===== config.mk =====
export PLATFORM = sky130hd
export DESIGN_NAME = rsu_top
export DESIGN_NICKNAME = d
export VERILOG_FILES = /design/src/hdl/rsu_pkg.sv /design/src/hdl/rsu_evsel.sv /design/src/hdl/rsu_top.sv
export SDC_FILE = /design/constraint.sdc
export NUM_CORES = 1
export LEC_CHECK = 0
export BUFFER_PORTS_ARGS = -buffer_cell sky130_fd_sc_hd__buf_2
export CORE_ASPECT_RATIO = 0.5
export CORE_MARGIN = 2
export CORE_UTILIZATION = 40
export CTS_CLUSTER_SIZE = 10
export DETAILED_ROUTE_END_ITERATION = 16
export PLACE_DENSITY_LB_ADDON = 0.05
export SETUP_SLACK_MARGIN = 0.05
export SKIP_CTS_REPAIR_TIMING = 1
export SLEW_MARGIN = 25
export SYNTH_ARGS = -nofsm -noshare
export SYNTH_HDL_FRONTEND = slang
export SYNTH_SLANG_ARGS = --single-unit

===== constraint.sdc =====
create_clock -name i_clk -period 12.7 [get_ports i_clk]
set_clock_uncertainty 0.05 [all_clocks]
set_input_delay 2.54 -clock i_clk [delete_from_list [all_inputs] [get_ports i_clk]]
set_output_delay 2.54 -clock i_clk [all_outputs]
set_load 0.05 [all_outputs]

===== src/hdl/rsu_pkg.sv =====
// Purpose: Shared constants and carrier types for the ring stop usage
//          event select block.
// Assumes: One core clock; ring indications arrive on that clock.
// Notes:   Register offsets are byte addresses on a 32-bit AXI4-Lite bus.
package rsu_pkg;

    // ==========================================================
    // Event codes and unit-mask layout
    localparam logic [7:0] EV_REQ_USE = 8'h1b;
    localparam logic [7:0] EV_ACK_USE = 8'h1c;
    localparam logic [7:0] EV_DATA_USE = 8'h1d;
    localparam logic [7:0] EV_INV_USE = 8'h1e;
    localparam logic [7:0] EV_BOUNCE = 8'h05;
    localparam logic [7:0] UMASK_UP = 8'h33;
    localparam logic [7:0] UMASK_DOWN = 8'hcc;
    localparam int UM_V1_BASE = 4;
    localparam int BNC_UMASK_LSB = 1;

    // ==========================================================
    // Counter placement limits
    localparam int NUM_CTRS = 4;
    localparam int USAGE_CTR_LO = 2;
    localparam int USAGE_CTR_HI = 3;
    localparam int BOUNCE_CTR_LO = 0;
    localparam int BOUNCE_CTR_HI = 1;

    // ==========================================================
    // Register map and field positions
    localparam int ADDR_W = 8;
    localparam logic [7:0] ADDR_CTL0 = 8'h00;
    localparam logic [7:0] ADDR_CTR0 = 8'h10;
    localparam logic [7:0] ADDR_CFG = 8'h20;
    localparam logic [7:0] ADDR_STAT = 8'h24;
    localparam int CTL_EVENT_LSB = 0;
    localparam int CTL_UMASK_LSB = 8;
    localparam int CTL_ENABLE_BIT = 22;
    localparam int SLICE_W = 6;
    localparam int CFG_ID_LSB = 0;
    localparam int CFG_COUNT_LSB = 8;
    localparam int STAT_SIDE_BIT = 4;
    localparam logic [31:0] CTL_RST = 32'h0000_0000;
    localparam logic [31:0] CTR_RST = 32'h0000_0000;
    localparam logic [31:0] CFG_RST = 32'h0000_0200;
    localparam logic [1:0] RESP_OKAY = 2'h0;
    localparam logic [1:0] RESP_SLVERR = 2'h2;

    // ==========================================================
    // Carrier types
    typedef enum logic [2:0] {
        REG_CTL, REG_CTR, REG_CFG, REG_STAT, REG_NONE
    } rsu_reg_e;

    typedef struct packed {
        logic valid;    // Packet present in this direction
        logic vring;    // Virtual ring 0 or 1
        logic odd;      // Odd polarity slot
        logic injected; // Packet sent by this stop
    } rsu_dir_s;

    typedef struct packed {
        rsu_dir_s cw;
        rsu_dir_s ccw;
    } rsu_ring_s;

    typedef struct packed {
        rsu_ring_s req;
        rsu_ring_s ack;
        rsu_ring_s data;
        rsu_ring_s inv;
    } rsu_occ_s;

    typedef struct packed {
        logic snoop;
        logic data;
        logic ack;
        logic req;
    } rsu_bounce_s;

    typedef struct packed {
        logic awvalid;
        logic [ADDR_W-1:0] awaddr;
        logic wvalid;
        logic [31:0] wdata;
        logic [3:0] wstrb;
        logic bready;
        logic arvalid;
        logic [ADDR_W-1:0] araddr;
        logic rready;
    } rsu_axi_req_s;

    typedef struct packed {
        logic awready;
        logic wready;
        logic bvalid;
        logic [1:0] bresp;
        logic arready;
        logic rvalid;
        logic [31:0] rdata;
        logic [1:0] rresp;
    } rsu_axi_rsp_s;

endpackage


===== src/hdl/rsu_evsel.sv =====
// Purpose: Per-counter event decode: ring usage and ring bounce hits.
// Assumes: Inputs are same-clock indications, at most one packet per
//          direction per cycle.
// Notes:   Purely combinational; the top registers the result.
`timescale 1ns/1ps
module rsu_evsel #(
    parameter int CTR_IDX = 0
) (
    // Selection
    input wire logic [7:0] i_event,
    input wire logic [7:0] i_umask,
    input wire logic i_right_side,
    // Ring stop indications
    input wire rsu_pkg::rsu_occ_s i_occ,
    input wire rsu_pkg::rsu_bounce_s i_bounce,
    // Result
    output logic o_hit,
    output logic o_legal
);

    // ==========================================================
    // Elaboration check
    if (CTR_IDX < 0 || CTR_IDX >= rsu_pkg::NUM_CTRS) begin : g_bad_idx
        $error("CTR_IDX out of range");
    end

    // Virtual ring 1 offset in the unit mask
    localparam int UM_V1_BASE_L = rsu_pkg::UM_V1_BASE;

    // ==========================================================
    // Helpers
    // Occupied: passing or sunk, never self-injected
    function automatic logic occupied(input rsu_pkg::rsu_dir_s d);
        return d.valid & ~d.injected;
    endfunction

    // Ring occupancy to unit-mask bit vector
    function automatic logic [7:0] ring_cond(input rsu_pkg::rsu_ring_s r,
                                             input logic right);
        rsu_pkg::rsu_dir_s up;
        rsu_pkg::rsu_dir_s dn;
        logic [7:0] c;
        up = right ? r.ccw : r.cw;
        dn = right ? r.cw : r.ccw;
        c = 8'h00;
        // One packet per direction, so one bit each at most
        if (occupied(up)) begin
            c[{up.vring, 1'b0, up.odd}] = 1'b1;
        end
        if (occupied(dn)) begin
            c[{dn.vring, 1'b1, dn.odd}] = 1'b1;
        end
        return c;
    endfunction

    // Combined two-column count for one direction and parity
    function automatic logic [1:0] comb_sum(input logic [7:0] sel,
                                            input int base);
        return {1'b0, sel[base]} + {1'b0, sel[base+UM_V1_BASE_L]};
    endfunction

    // ==========================================================
    // Decode
    logic [7:0] cond;
    logic [7:0] sel;
    logic [1:0] sum_ue;
    logic [1:0] sum_uo;
    logic [1:0] sum_de;
    logic [1:0] sum_do;
    logic usage;
    logic bounce;
    logic bnc_hit;

    // Pick the ring named by the event code
    always_comb begin
        usage = 1'b1;
        bounce = 1'b0;
        case (i_event)
            rsu_pkg::EV_REQ_USE: cond = ring_cond(i_occ.req, i_right_side);
            rsu_pkg::EV_ACK_USE: cond = ring_cond(i_occ.ack, i_right_side);
            rsu_pkg::EV_DATA_USE: cond = ring_cond(i_occ.data, i_right_side);
            rsu_pkg::EV_INV_USE: cond = ring_cond(i_occ.inv, i_right_side);
            rsu_pkg::EV_BOUNCE: begin
                cond = 8'h00;
                usage = 1'b0;
                bounce = 1'b1;
            end
            default: begin
                cond = 8'h00;
                usage = 1'b0;
            end
        endcase
    end

    // Direction aggregates and per-parity sums
    assign sel = cond & (i_umask & (rsu_pkg::UMASK_UP | rsu_pkg::UMASK_DOWN));
    assign sum_ue = comb_sum(sel, 0);
    assign sum_uo = comb_sum(sel, 1);
    assign sum_de = comb_sum(sel, 2);
    assign sum_do = comb_sum(sel, 3);
    assign bnc_hit = |(i_umask[rsu_pkg::BNC_UMASK_LSB +: 4] & i_bounce);

    // Any selected condition counts once per cycle
    assign o_hit = usage ? |{sum_ue, sum_uo, sum_de, sum_do}
                         : (bounce & bnc_hit);
    assign o_legal = usage ? (CTR_IDX >= rsu_pkg::USAGE_CTR_LO &&
                              CTR_IDX <= rsu_pkg::USAGE_CTR_HI)
                   : bounce ? (CTR_IDX >= rsu_pkg::BOUNCE_CTR_LO &&
                               CTR_IDX <= rsu_pkg::BOUNCE_CTR_HI)
                   : 1'b1;

endmodule


===== src/hdl/rsu_top.sv =====
// Purpose: Ring stop usage and bounce event counting for one slice,
//          with four counters behind an AXI4-Lite slave.
// Assumes: Ring indications come from logic on i_clk; single clock.
// Notes:   Write wins over an increment in the same cycle.
//
// Implementation choices: the register offsets and the AXI4-Lite interface to the registers.
`timescale 1ns/1ps

module rsu_top (
    // Clock and reset
    input wire logic i_clk,
    input wire logic i_rst,
    // Register bus
    input wire rsu_pkg::rsu_axi_req_s i_axi,
    output rsu_pkg::rsu_axi_rsp_s o_axi,
    // Ring stop indications
    input wire rsu_pkg::rsu_occ_s i_occ,
    input wire rsu_pkg::rsu_bounce_s i_bounce,
    // Counter activity
    output logic [rsu_pkg::NUM_CTRS-1:0] o_inc
);

    localparam int N = rsu_pkg::NUM_CTRS;

    // ==========================================================
    // State
    typedef struct packed {
        rsu_pkg::rsu_axi_rsp_s rsp;
        logic aw_full;
        logic [rsu_pkg::ADDR_W-1:0] aw_addr;
        logic w_full;
        logic [31:0] w_data;
        logic [3:0] w_strb;
        logic [N-1:0][31:0] ctl;
        logic [N-1:0][31:0] ctr;
        logic [31:0] cfg;
        logic [N-1:0] bad_sel;
        logic right_side;
        logic [N-1:0] inc;
    } rsu_state_s;

    rsu_state_s st_q;
    rsu_state_s st_d;

    // ==========================================================
    // Helpers
    // Address to register kind
    function automatic rsu_pkg::rsu_reg_e decode(
            input logic [rsu_pkg::ADDR_W-1:0] a);
        if (a[1:0] != 2'h0) begin
            return rsu_pkg::REG_NONE;
        end else if (a[7:4] == rsu_pkg::ADDR_CTL0[7:4]) begin
            return rsu_pkg::REG_CTL;
        end else if (a[7:4] == rsu_pkg::ADDR_CTR0[7:4]) begin
            return rsu_pkg::REG_CTR;
        end else if (a == rsu_pkg::ADDR_CFG) begin
            return rsu_pkg::REG_CFG;
        end else if (a == rsu_pkg::ADDR_STAT) begin
            return rsu_pkg::REG_STAT;
        end
        return rsu_pkg::REG_NONE;
    endfunction

    // Byte-lane merge of a write
    function automatic logic [31:0] merge(input logic [31:0] old,
                                          input logic [31:0] wd,
                                          input logic [3:0] strb);
        logic [31:0] r;
        r = old;
        for (int b = 0; b < 4; b++) begin
            if (strb[b]) begin
                r[8*b +: 8] = wd[8*b +: 8];
            end
        end
        return r;
    endfunction

    // Side of the ring from slice position
    function automatic logic side_right(input logic [31:0] cfg);
        logic [rsu_pkg::SLICE_W-1:0] id;
        logic [rsu_pkg::SLICE_W-1:0] cnt;
        id = cfg[rsu_pkg::CFG_ID_LSB +: rsu_pkg::SLICE_W];
        cnt = cfg[rsu_pkg::CFG_COUNT_LSB +: rsu_pkg::SLICE_W];
        return id >= (cnt >> 1);
    endfunction

    // ==========================================================
    // Event decode per counter
    logic [N-1:0] hit;
    logic [N-1:0] legal;
    logic [N-1:0] en;
    logic [N-1:0] ctr_wr;
    logic wr_exec;
    rsu_pkg::rsu_reg_e wr_kind;
    rsu_pkg::rsu_reg_e rd_kind;

    for (genvar g = 0; g < N; g++) begin : g_sel
        rsu_evsel #(
            .CTR_IDX(g)
        ) u_evsel (
            .i_event(st_q.ctl[g][rsu_pkg::CTL_EVENT_LSB +: 8]),
            .i_umask(st_q.ctl[g][rsu_pkg::CTL_UMASK_LSB +: 8]),
            .i_right_side(st_q.right_side),
            .i_occ(i_occ),
            .i_bounce(i_bounce),
            .o_hit(hit[g]),
            .o_legal(legal[g])
        );
        assign en[g] = st_q.ctl[g][rsu_pkg::CTL_ENABLE_BIT];
        assign ctr_wr[g] = wr_exec && wr_kind == rsu_pkg::REG_CTR &&
                           st_q.aw_addr[3:2] == 2'(g);
    end

    // Write fires once address and data are both held and no write response is pending
    assign wr_exec = st_q.aw_full && st_q.w_full && !st_q.rsp.bvalid;
    assign wr_kind = decode(st_q.aw_addr);
    assign rd_kind = decode(i_axi.araddr);

    // ==========================================================
    // Next state
    always_comb begin
        st_d = st_q;
        // Channel captures
        if (i_axi.awvalid && st_q.rsp.awready) begin
            st_d.aw_full = 1'b1;
            st_d.aw_addr = i_axi.awaddr;
        end
        if (i_axi.wvalid && st_q.rsp.wready) begin
            st_d.w_full = 1'b1;
            st_d.w_data = i_axi.wdata;
            st_d.w_strb = i_axi.wstrb;
        end
        if (st_q.rsp.bvalid && i_axi.bready) begin
            st_d.rsp.bvalid = 1'b0;
        end
        // Counting, at most one per cycle each
        for (int i = 0; i < N; i++) begin
            st_d.inc[i] = hit[i] & legal[i] & en[i];
            st_d.bad_sel[i] = ~legal[i];
            if (st_d.inc[i]) begin
                st_d.ctr[i] = st_q.ctr[i] + 32'h1;
            end
        end
        // Register write, overriding a same-cycle increment
        if (wr_exec) begin
            st_d.aw_full = 1'b0;
            st_d.w_full = 1'b0;
            st_d.rsp.bvalid = 1'b1;
            st_d.rsp.bresp = rsu_pkg::RESP_OKAY;
            case (wr_kind)
                rsu_pkg::REG_CTL: begin
                    st_d.ctl[st_q.aw_addr[3:2]] = merge(
                        st_q.ctl[st_q.aw_addr[3:2]], st_q.w_data,
                        st_q.w_strb);
                end
                rsu_pkg::REG_CTR: begin
                    st_d.ctr[st_q.aw_addr[3:2]] = merge(
                        st_q.ctr[st_q.aw_addr[3:2]], st_q.w_data,
                        st_q.w_strb);
                end
                rsu_pkg::REG_CFG: begin
                    st_d.cfg = merge(st_q.cfg, st_q.w_data, st_q.w_strb);
                end
                rsu_pkg::REG_STAT: begin
                    st_d.rsp.bresp = rsu_pkg::RESP_OKAY;
                end
                default: begin
                    st_d.rsp.bresp = rsu_pkg::RESP_SLVERR;
                end
            endcase
        end
        // Read channel
        if (st_q.rsp.rvalid && i_axi.rready) begin
            st_d.rsp.rvalid = 1'b0;
        end
        if (i_axi.arvalid && st_q.rsp.arready) begin
            st_d.rsp.rvalid = 1'b1;
            st_d.rsp.rresp = rsu_pkg::RESP_OKAY;
            st_d.rsp.rdata = 32'h0;
            case (rd_kind)
                rsu_pkg::REG_CTL: st_d.rsp.rdata = st_q.ctl[i_axi.araddr[3:2]];
                rsu_pkg::REG_CTR: st_d.rsp.rdata = st_q.ctr[i_axi.araddr[3:2]];
                rsu_pkg::REG_CFG: st_d.rsp.rdata = st_q.cfg;
                rsu_pkg::REG_STAT: begin
                    st_d.rsp.rdata[N-1:0] = st_q.bad_sel;
                    st_d.rsp.rdata[rsu_pkg::STAT_SIDE_BIT] = st_q.right_side;
                end
                default: st_d.rsp.rresp = rsu_pkg::RESP_SLVERR;
            endcase
        end
        // Side follows configuration
        st_d.right_side = side_right(st_q.cfg);
        // Ready flags from the held state
        st_d.rsp.awready = ~st_d.aw_full;
        st_d.rsp.wready = ~st_d.w_full;
        st_d.rsp.arready = ~st_d.rsp.rvalid;
    end

    // ==========================================================
    // State register
    always_ff @(posedge i_clk or posedge i_rst) begin
        if (i_rst) begin
            st_q <= '0;
            st_q.rsp.awready <= 1'b1;
            st_q.rsp.wready <= 1'b1;
            st_q.rsp.arready <= 1'b1;
            st_q.ctl <= {N{rsu_pkg::CTL_RST}};
            st_q.ctr <= {N{rsu_pkg::CTR_RST}};
            st_q.cfg <= rsu_pkg::CFG_RST;
        end else begin
            st_q <= st_d;
        end
    end

    // Outputs straight from state
    assign o_axi = st_q.rsp;
    assign o_inc = st_q.inc;

    logic [7:0] ev0;
    logic [7:0] ev1;
    logic [7:0] ev2;
    logic [7:0] ev3;
    assign ev0 = st_q.ctl[0][rsu_pkg::CTL_EVENT_LSB +: 8];
    assign ev1 = st_q.ctl[1][rsu_pkg::CTL_EVENT_LSB +: 8];
    assign ev2 = st_q.ctl[2][rsu_pkg::CTL_EVENT_LSB +: 8];
    assign ev3 = st_q.ctl[3][rsu_pkg::CTL_EVENT_LSB +: 8];

    for (genvar a = 0; a < N; a++) begin : g_ast

    end
endmodule


# Word-level counts from Yosys, hierarchy flattened

Cells that the tools add are included.

Add/subtract/negate cells: 20
Equality and inequality tests: 32
Reduce and logical (&&, ||, !) cells: 43
Bitwise operators: 57
Muxes and demuxes: 163
Magnitude comparators: 20

Operators with widths:

| operator                                            | count |
|---|---|
| 2-to-1 mux 8 bit                                    | 60 |
| 2-to-1 mux 32 bit                                   | 10 |
| binary-select mux 32 bit (select 2 bit)             | 4 |
| bitwise mux 128 bit                                 | 2 |
| 2-to-1 mux 160 bit                                  | 1 |
| adder 32 x 1 -> 32 bit (second input constant)      | 4 |
| == test 8 x 5 -> 1 bit (second input constant)      | 16 |
| 2-to-1 mux 128 bit                                  | 1 |
| bitwise OR 8 bit                                    | 16 |
| case mux 8 bit (4 select lines)                     | 4 |
| case mux 27 bit (3 select lines)                    | 1 |
| demux 32 bit (select 2 bit)                         | 1 |
| 2-to-1 mux 1 bit                                    | 40 |
| OR reduction 4 bit                                  | 10 |
| 2-to-1 mux 3 bit                                    | 13 |
| 2-to-1 mux 37 bit                                   | 1 |
| 2-to-1 mux 35 bit                                   | 1 |
| adder 1 x 1 -> 2 bit                                | 16 |
| AND 8 bit                                           | 4 |
| == test 8 x 3 -> 1 bit (second input constant)      | 4 |
| == test 8 x 6 -> 1 bit (second input constant)      | 4 |
| < comparator 3 x 4 -> 1 bit (second input constant) | 8 |
| 2-to-1 mux 4 bit                                    | 8 |
| OR reduction 8 bit                                  | 4 |
| 22 further kinds                                    | 102 |

Register bits after elaboration: 384
Input port bits: 95
Logic and storage cells: 363
Output and inout bits: 45

# Logic depth before layout (Yosys ltp)

Word-level depth: 20
Gate-level depth with buffers: 12
Depth with buffers taken out: 8

# Hierarchy

Synthesis repeated with hierarchy kept, for this count alone.

Cell total of the unflattened synthesis: 2379
Area, all modules: 24486.0 um2

Modules (own cells, without submodules):

| module                            | sequential area each (um2) | area each (um2) | times used | cells an instance |
|---|---|---|---|---|
| rsu_top                           | 9564.2                     | 20753.7         | 1          | 1903 |
| rsu_evsel at g_sel[0].u_evsel ... | 0.0                        | 965.9           | 2          | 125 |
| rsu_evsel at g_sel[3].u_evsel     | 0.0                        | 934.6           | 1          | 119 |
| rsu_evsel at g_sel[2].u_evsel     | 0.0                        | 865.8           | 1          | 107 |

# Worst setup path before layout

No wires, ideal clock.

Kind: input-to-reg
Start point: in i_occ[22] (netlist bit)
End point: reg st_q[115] (netlist bit)
Setup time: 82 ps
Arrival time: 4510 ps
Required time: 12568 ps
Stages on the path: 9
Setup slack: 8058 ps
Path buffers: 1
Cells stage by stage: nor4bb_1 -> nor2_1 -> o32ai_1 -> a31oi_1 -> o2111a_1 -> and2_1 -> clkbuf_1 -> or4_1 -> a31oi_1

RTL lines:

| element              | RTL line       | text |
|---|---|---|
| from (decl)          | rsu_top.sv:17  | `input wire rsu_pkg::rsu_occ_s i_occ,` |
| to (signal assigned) | rsu_top.sv:211 | `st_q <= st_d;` |
| to (decl)            | rsu_top.sv:42  | `rsu_state_s st_q;` |

==> impl_metrics.csv <==
group,metric,value,unit
run_status,outcome,"complete, no violations",
clock_network,clk_latency,0.59,ns
synthesis,netlist_area,22500,um2
synthesis,synth_ff_type,"dfrtp_1",
synthesis,muxShareOfSynthArea,0.209,
route,dr_wl_met3,4.90,mm
sta,fmax,188,MHz
route,wl_per_cell,25.6,um
clock_network,cts_sinks,382,
sta,slew_violations,0,
route,met1Wirelength,37.5,mm
global_routing,grt_use_total,0.263,
worst_hold_path,hold_class,"flop to flop",
placed_design,dp_cells,2909,
sta,tightest_slew,1.03,ns
route,drt_pass1_iterations,6,
setup_path,cp_data_required_time,13.13,ns
finish,syn_to_final_growth,10.3,%
synthesis,synth_warnings,0,
synthesis,synth-compound-area-share,0.129,
synthesis,postSynthCellCount,2166,
route,vias_per_cell,5.93,
floorplan,initial_utilization,0.405,
clock_network,root_buffer,"clkbuf_16",
placed_design,dpl_cell_area,23500,um2
clock_network,cts_tree,"yes",
route,vias,17600,
synthesis,synth_xor_area_frac,0.0362,
synthesis,synth_area_leaders,"dfrtp_1, mux4_2, mux2_2",
setup_path,crit_top_cell,"o21ai_0",
synthesis,synth-edff-count,0,
setup_path,cp.arrival,5.74,ns
finish,drive_gt1_frac,0.229,
route,drt_first_iter_violations,1601,
clock_network,clk_pin_slew,0.06,ns
setup_path,worst-setup-path-type,"input port to flop",
synthesis,ys_seq_area_frac,0.425,
setup_path,endpoint_kind,"flop",
global_routing,grt_pass1_vias,17100,
power,p_per_area,154,nW/um2
global_routing,overflow,0,
power,ir_drop,0.0000898,V
synthesis,synth_cell_types,74,
clock_network,ctsLongestPathBuffers,3,
route,drt-total-wl,76.0,mm
placed_design,io_buffers,137,
route,wl_met2,32.2,mm
global_routing,grt_pass1_wl,114,mm
route,drt.antenna.violating_nets,0,
synthesis,synth_top_area_cell,"dfrtp_1",
global_routing,grt_max_degree,145,
flow_run,max_cap_violations,0,
global_routing,antenna_found_initial,3,
clock_network,h-tree-depth,2,
setup_path,cp_cell_sequence,"buf_2 -> and3b_1 -> o21ai_0 -> nor2_1 -> o311ai_1 -> nand4_2 -> o2111ai_2 -> o21ai_0 -> a31oi_1",
setup_path,crit_buf_inv,1,
sta,setup_tns,0,ns
setup_path,cp-start-kind,"input port",
setup_path,cp_slowest_cell,"o2111ai_2",
setup_path,crit_path_max_fanout,17,
sta,finalCritPeriodShare,0.418,
synthesis,synth-seq-cells,382,
sta,maxSlewHeadroom,0.316,
sta,rsz0062_at_grt,"false",
synthesis,synth_top_family_by_area,"multiplexers",
clock_network,cts_buffers,44,
setup_path,critPathTopFamily,"compound AO/OA/AOI/OAI gates",
finish,nets,2304,
sta,setup_viol,0,
floorplan,dieArea,58200,um2
synthesis,synth_top_area_frac,0.421,
synthesis,async_reset_ff_frac,1.00,
setup_path,cp_slowest_stage_delay,0.96,ns
placed_design,place_ws,6.91,ns
sta,hold_violations,0,
placed_design,dp_hpwl,53.1,mm
floorplan,ioPinCount,140,
power,power.total,0.00383,W
synthesis,syn_avg_cell_area,10.4,um2
finish,instances_no_fill,2974,
synthesis,synthSimpleGateAreaFrac,0.149,
floorplan,num_rows,61,
finish,design_area,24800,um2
route,routed.top_layer,"met5",
floorplan,chipWidth,339,um
route,drc,0,
finish,antennaDiodeCount,0,
floorplan,die_h,172,um
sta,worst_slack,7.39,ns
sta,layout_min_cycle_time,5.31,ns
power,leakage,9.94,nW
floorplan,core_area,55600,um2
placed_design,gp_congestion,0.885,
synthesis,synth-adder-area-share,0.00501,
## kinds of logic (layout without fill, tap and decap cells)
group	count (synthesis)	in the layout
AOI/OAI and AO/OA	474	474
DFF	382	382
muxes	294	294
and+or+nand+nor	689	689
buffers and inverters	224	275
xor gates and xnor gates	93	93
adders and majority gates	9	9
other	1	2
## flip-flops by register name, indices dropped and copies added, names as in the netlist
signal / flops
ev0: 8
o_axi: 39
ev2: 8
ev3: 8
ev1: 8
en: 4
o_inc: 4
st_q: 303
## synth_stat cells (11+ instances only)
| cell | count |
|---|---|
| dfrtp_1 | 378 |
| nand2_1 | 241 |
| nor2_1 | 189 |
| o21ai_0 | 167 |
| a21oi_1 | 131 |
| mux4_2 | 127 |
| mux2_2 | 116 |
| clkbuf_1 | 105 |
| xnor2_1 | 62 |
| mux2i_1 | 49 |
| a31oi_1 | 48 |
| buf_4 | 48 |
| inv_1 | 42 |
| nand3_1 | 42 |
| and3_1 | 33 |
| nand4_1 | 32 |
| or3_1 | 32 |
| nor3_1 | 31 |
| xor2_1 | 31 |
| a22oi_1 | 30 |
| a22o_1 | 28 |
| and2_1 | 14 |
| buf_1 | 13 |
| buf_2 | 12 |
| o32ai_1 | 12 |
| o31ai_1 | 11 |
## power by group
group / internal (W) / total [W] / switching, W
Clock: 0.000640 / 0.00117 / 0.000531
Combinational: 0.000406 / 0.000949 / 0.000543
Sequential: 0.00136 / 0.00171 / 0.000347
Total: 0.00241 / 0.00383 / 0.00142
## area by class of cell
cell class	instances	area, um2
Sequential cell	382	9570
Tap cell	756	946
Timing Repair Buffer	168	956
Multi-Input combinational cell	1561	11900
Clock inverter	4	52.6
Fill cell	5353	30800
Clock buffer	60	1170
Inverter	43	165
## worst reg2reg max path, delay by kind of cell, from the launching register on
family             cells  cell delay (ns)
DFF                    1             0.41
and+or+nand+nor        4             2.13
AOI/OAI and AO/OA      4             1.33
## path summary, 6_finish.rpt
path	startpoint	end	slack [ns]	cells after the start
setup / recovery	i_occ[11]	st_q[165]	7.39	9
hold / removal	o_axi[3]	o_axi[3]	0.43	2
setup reg to reg	ev3[5]	st_q[166]	8.68	8
hold reg to reg	o_axi[3]	o_axi[3]	0.43	2
max in group asynchronous	i_rst	st_q[337]	8.26	5
min in group asynchronous	i_rst	st_q[189]	2.14	3
## metal layers
metal  GRT usage  up-vias
li1            -     8018
met1       0.399     9045
met2       0.383      495
met3      0.0565       86
met4      0.0562        2
met5           0        -
## through the flow
step	hold WS (ns)	utilization
after floorplan	0.398	-
after CTS	0.427	0.446
after global placement	0.411	0.424
after global routing	0.458	0.446
after detailed placement	0.415	0.424
final	0.425	0.446
## layout by cell type (no fill, tap or decap), types with 11 or more instances in the layout
cell type  count
buf_4         31
mux2_2       116
nand2_1      236
clkbuf_1      15
nor2_1       187
a22o_1        28
nand4_1       32
a21oi_1      130
a31oi_1       48
mux4_2       127
or3_1         32
inv_1         41
o32ai_1       12
and3_1        32
xor2_1        31
clkbuf_16     44
dfrtp_1      374
and2_1        13
nor3_1        31
a22oi_1       30
o21ai_0      167
mux2i_1       49
xnor2_1       62
nand3_1       41
o31ai_1       11
buf_2        135
No activity file was read; power rests on OpenSTA's default activity.
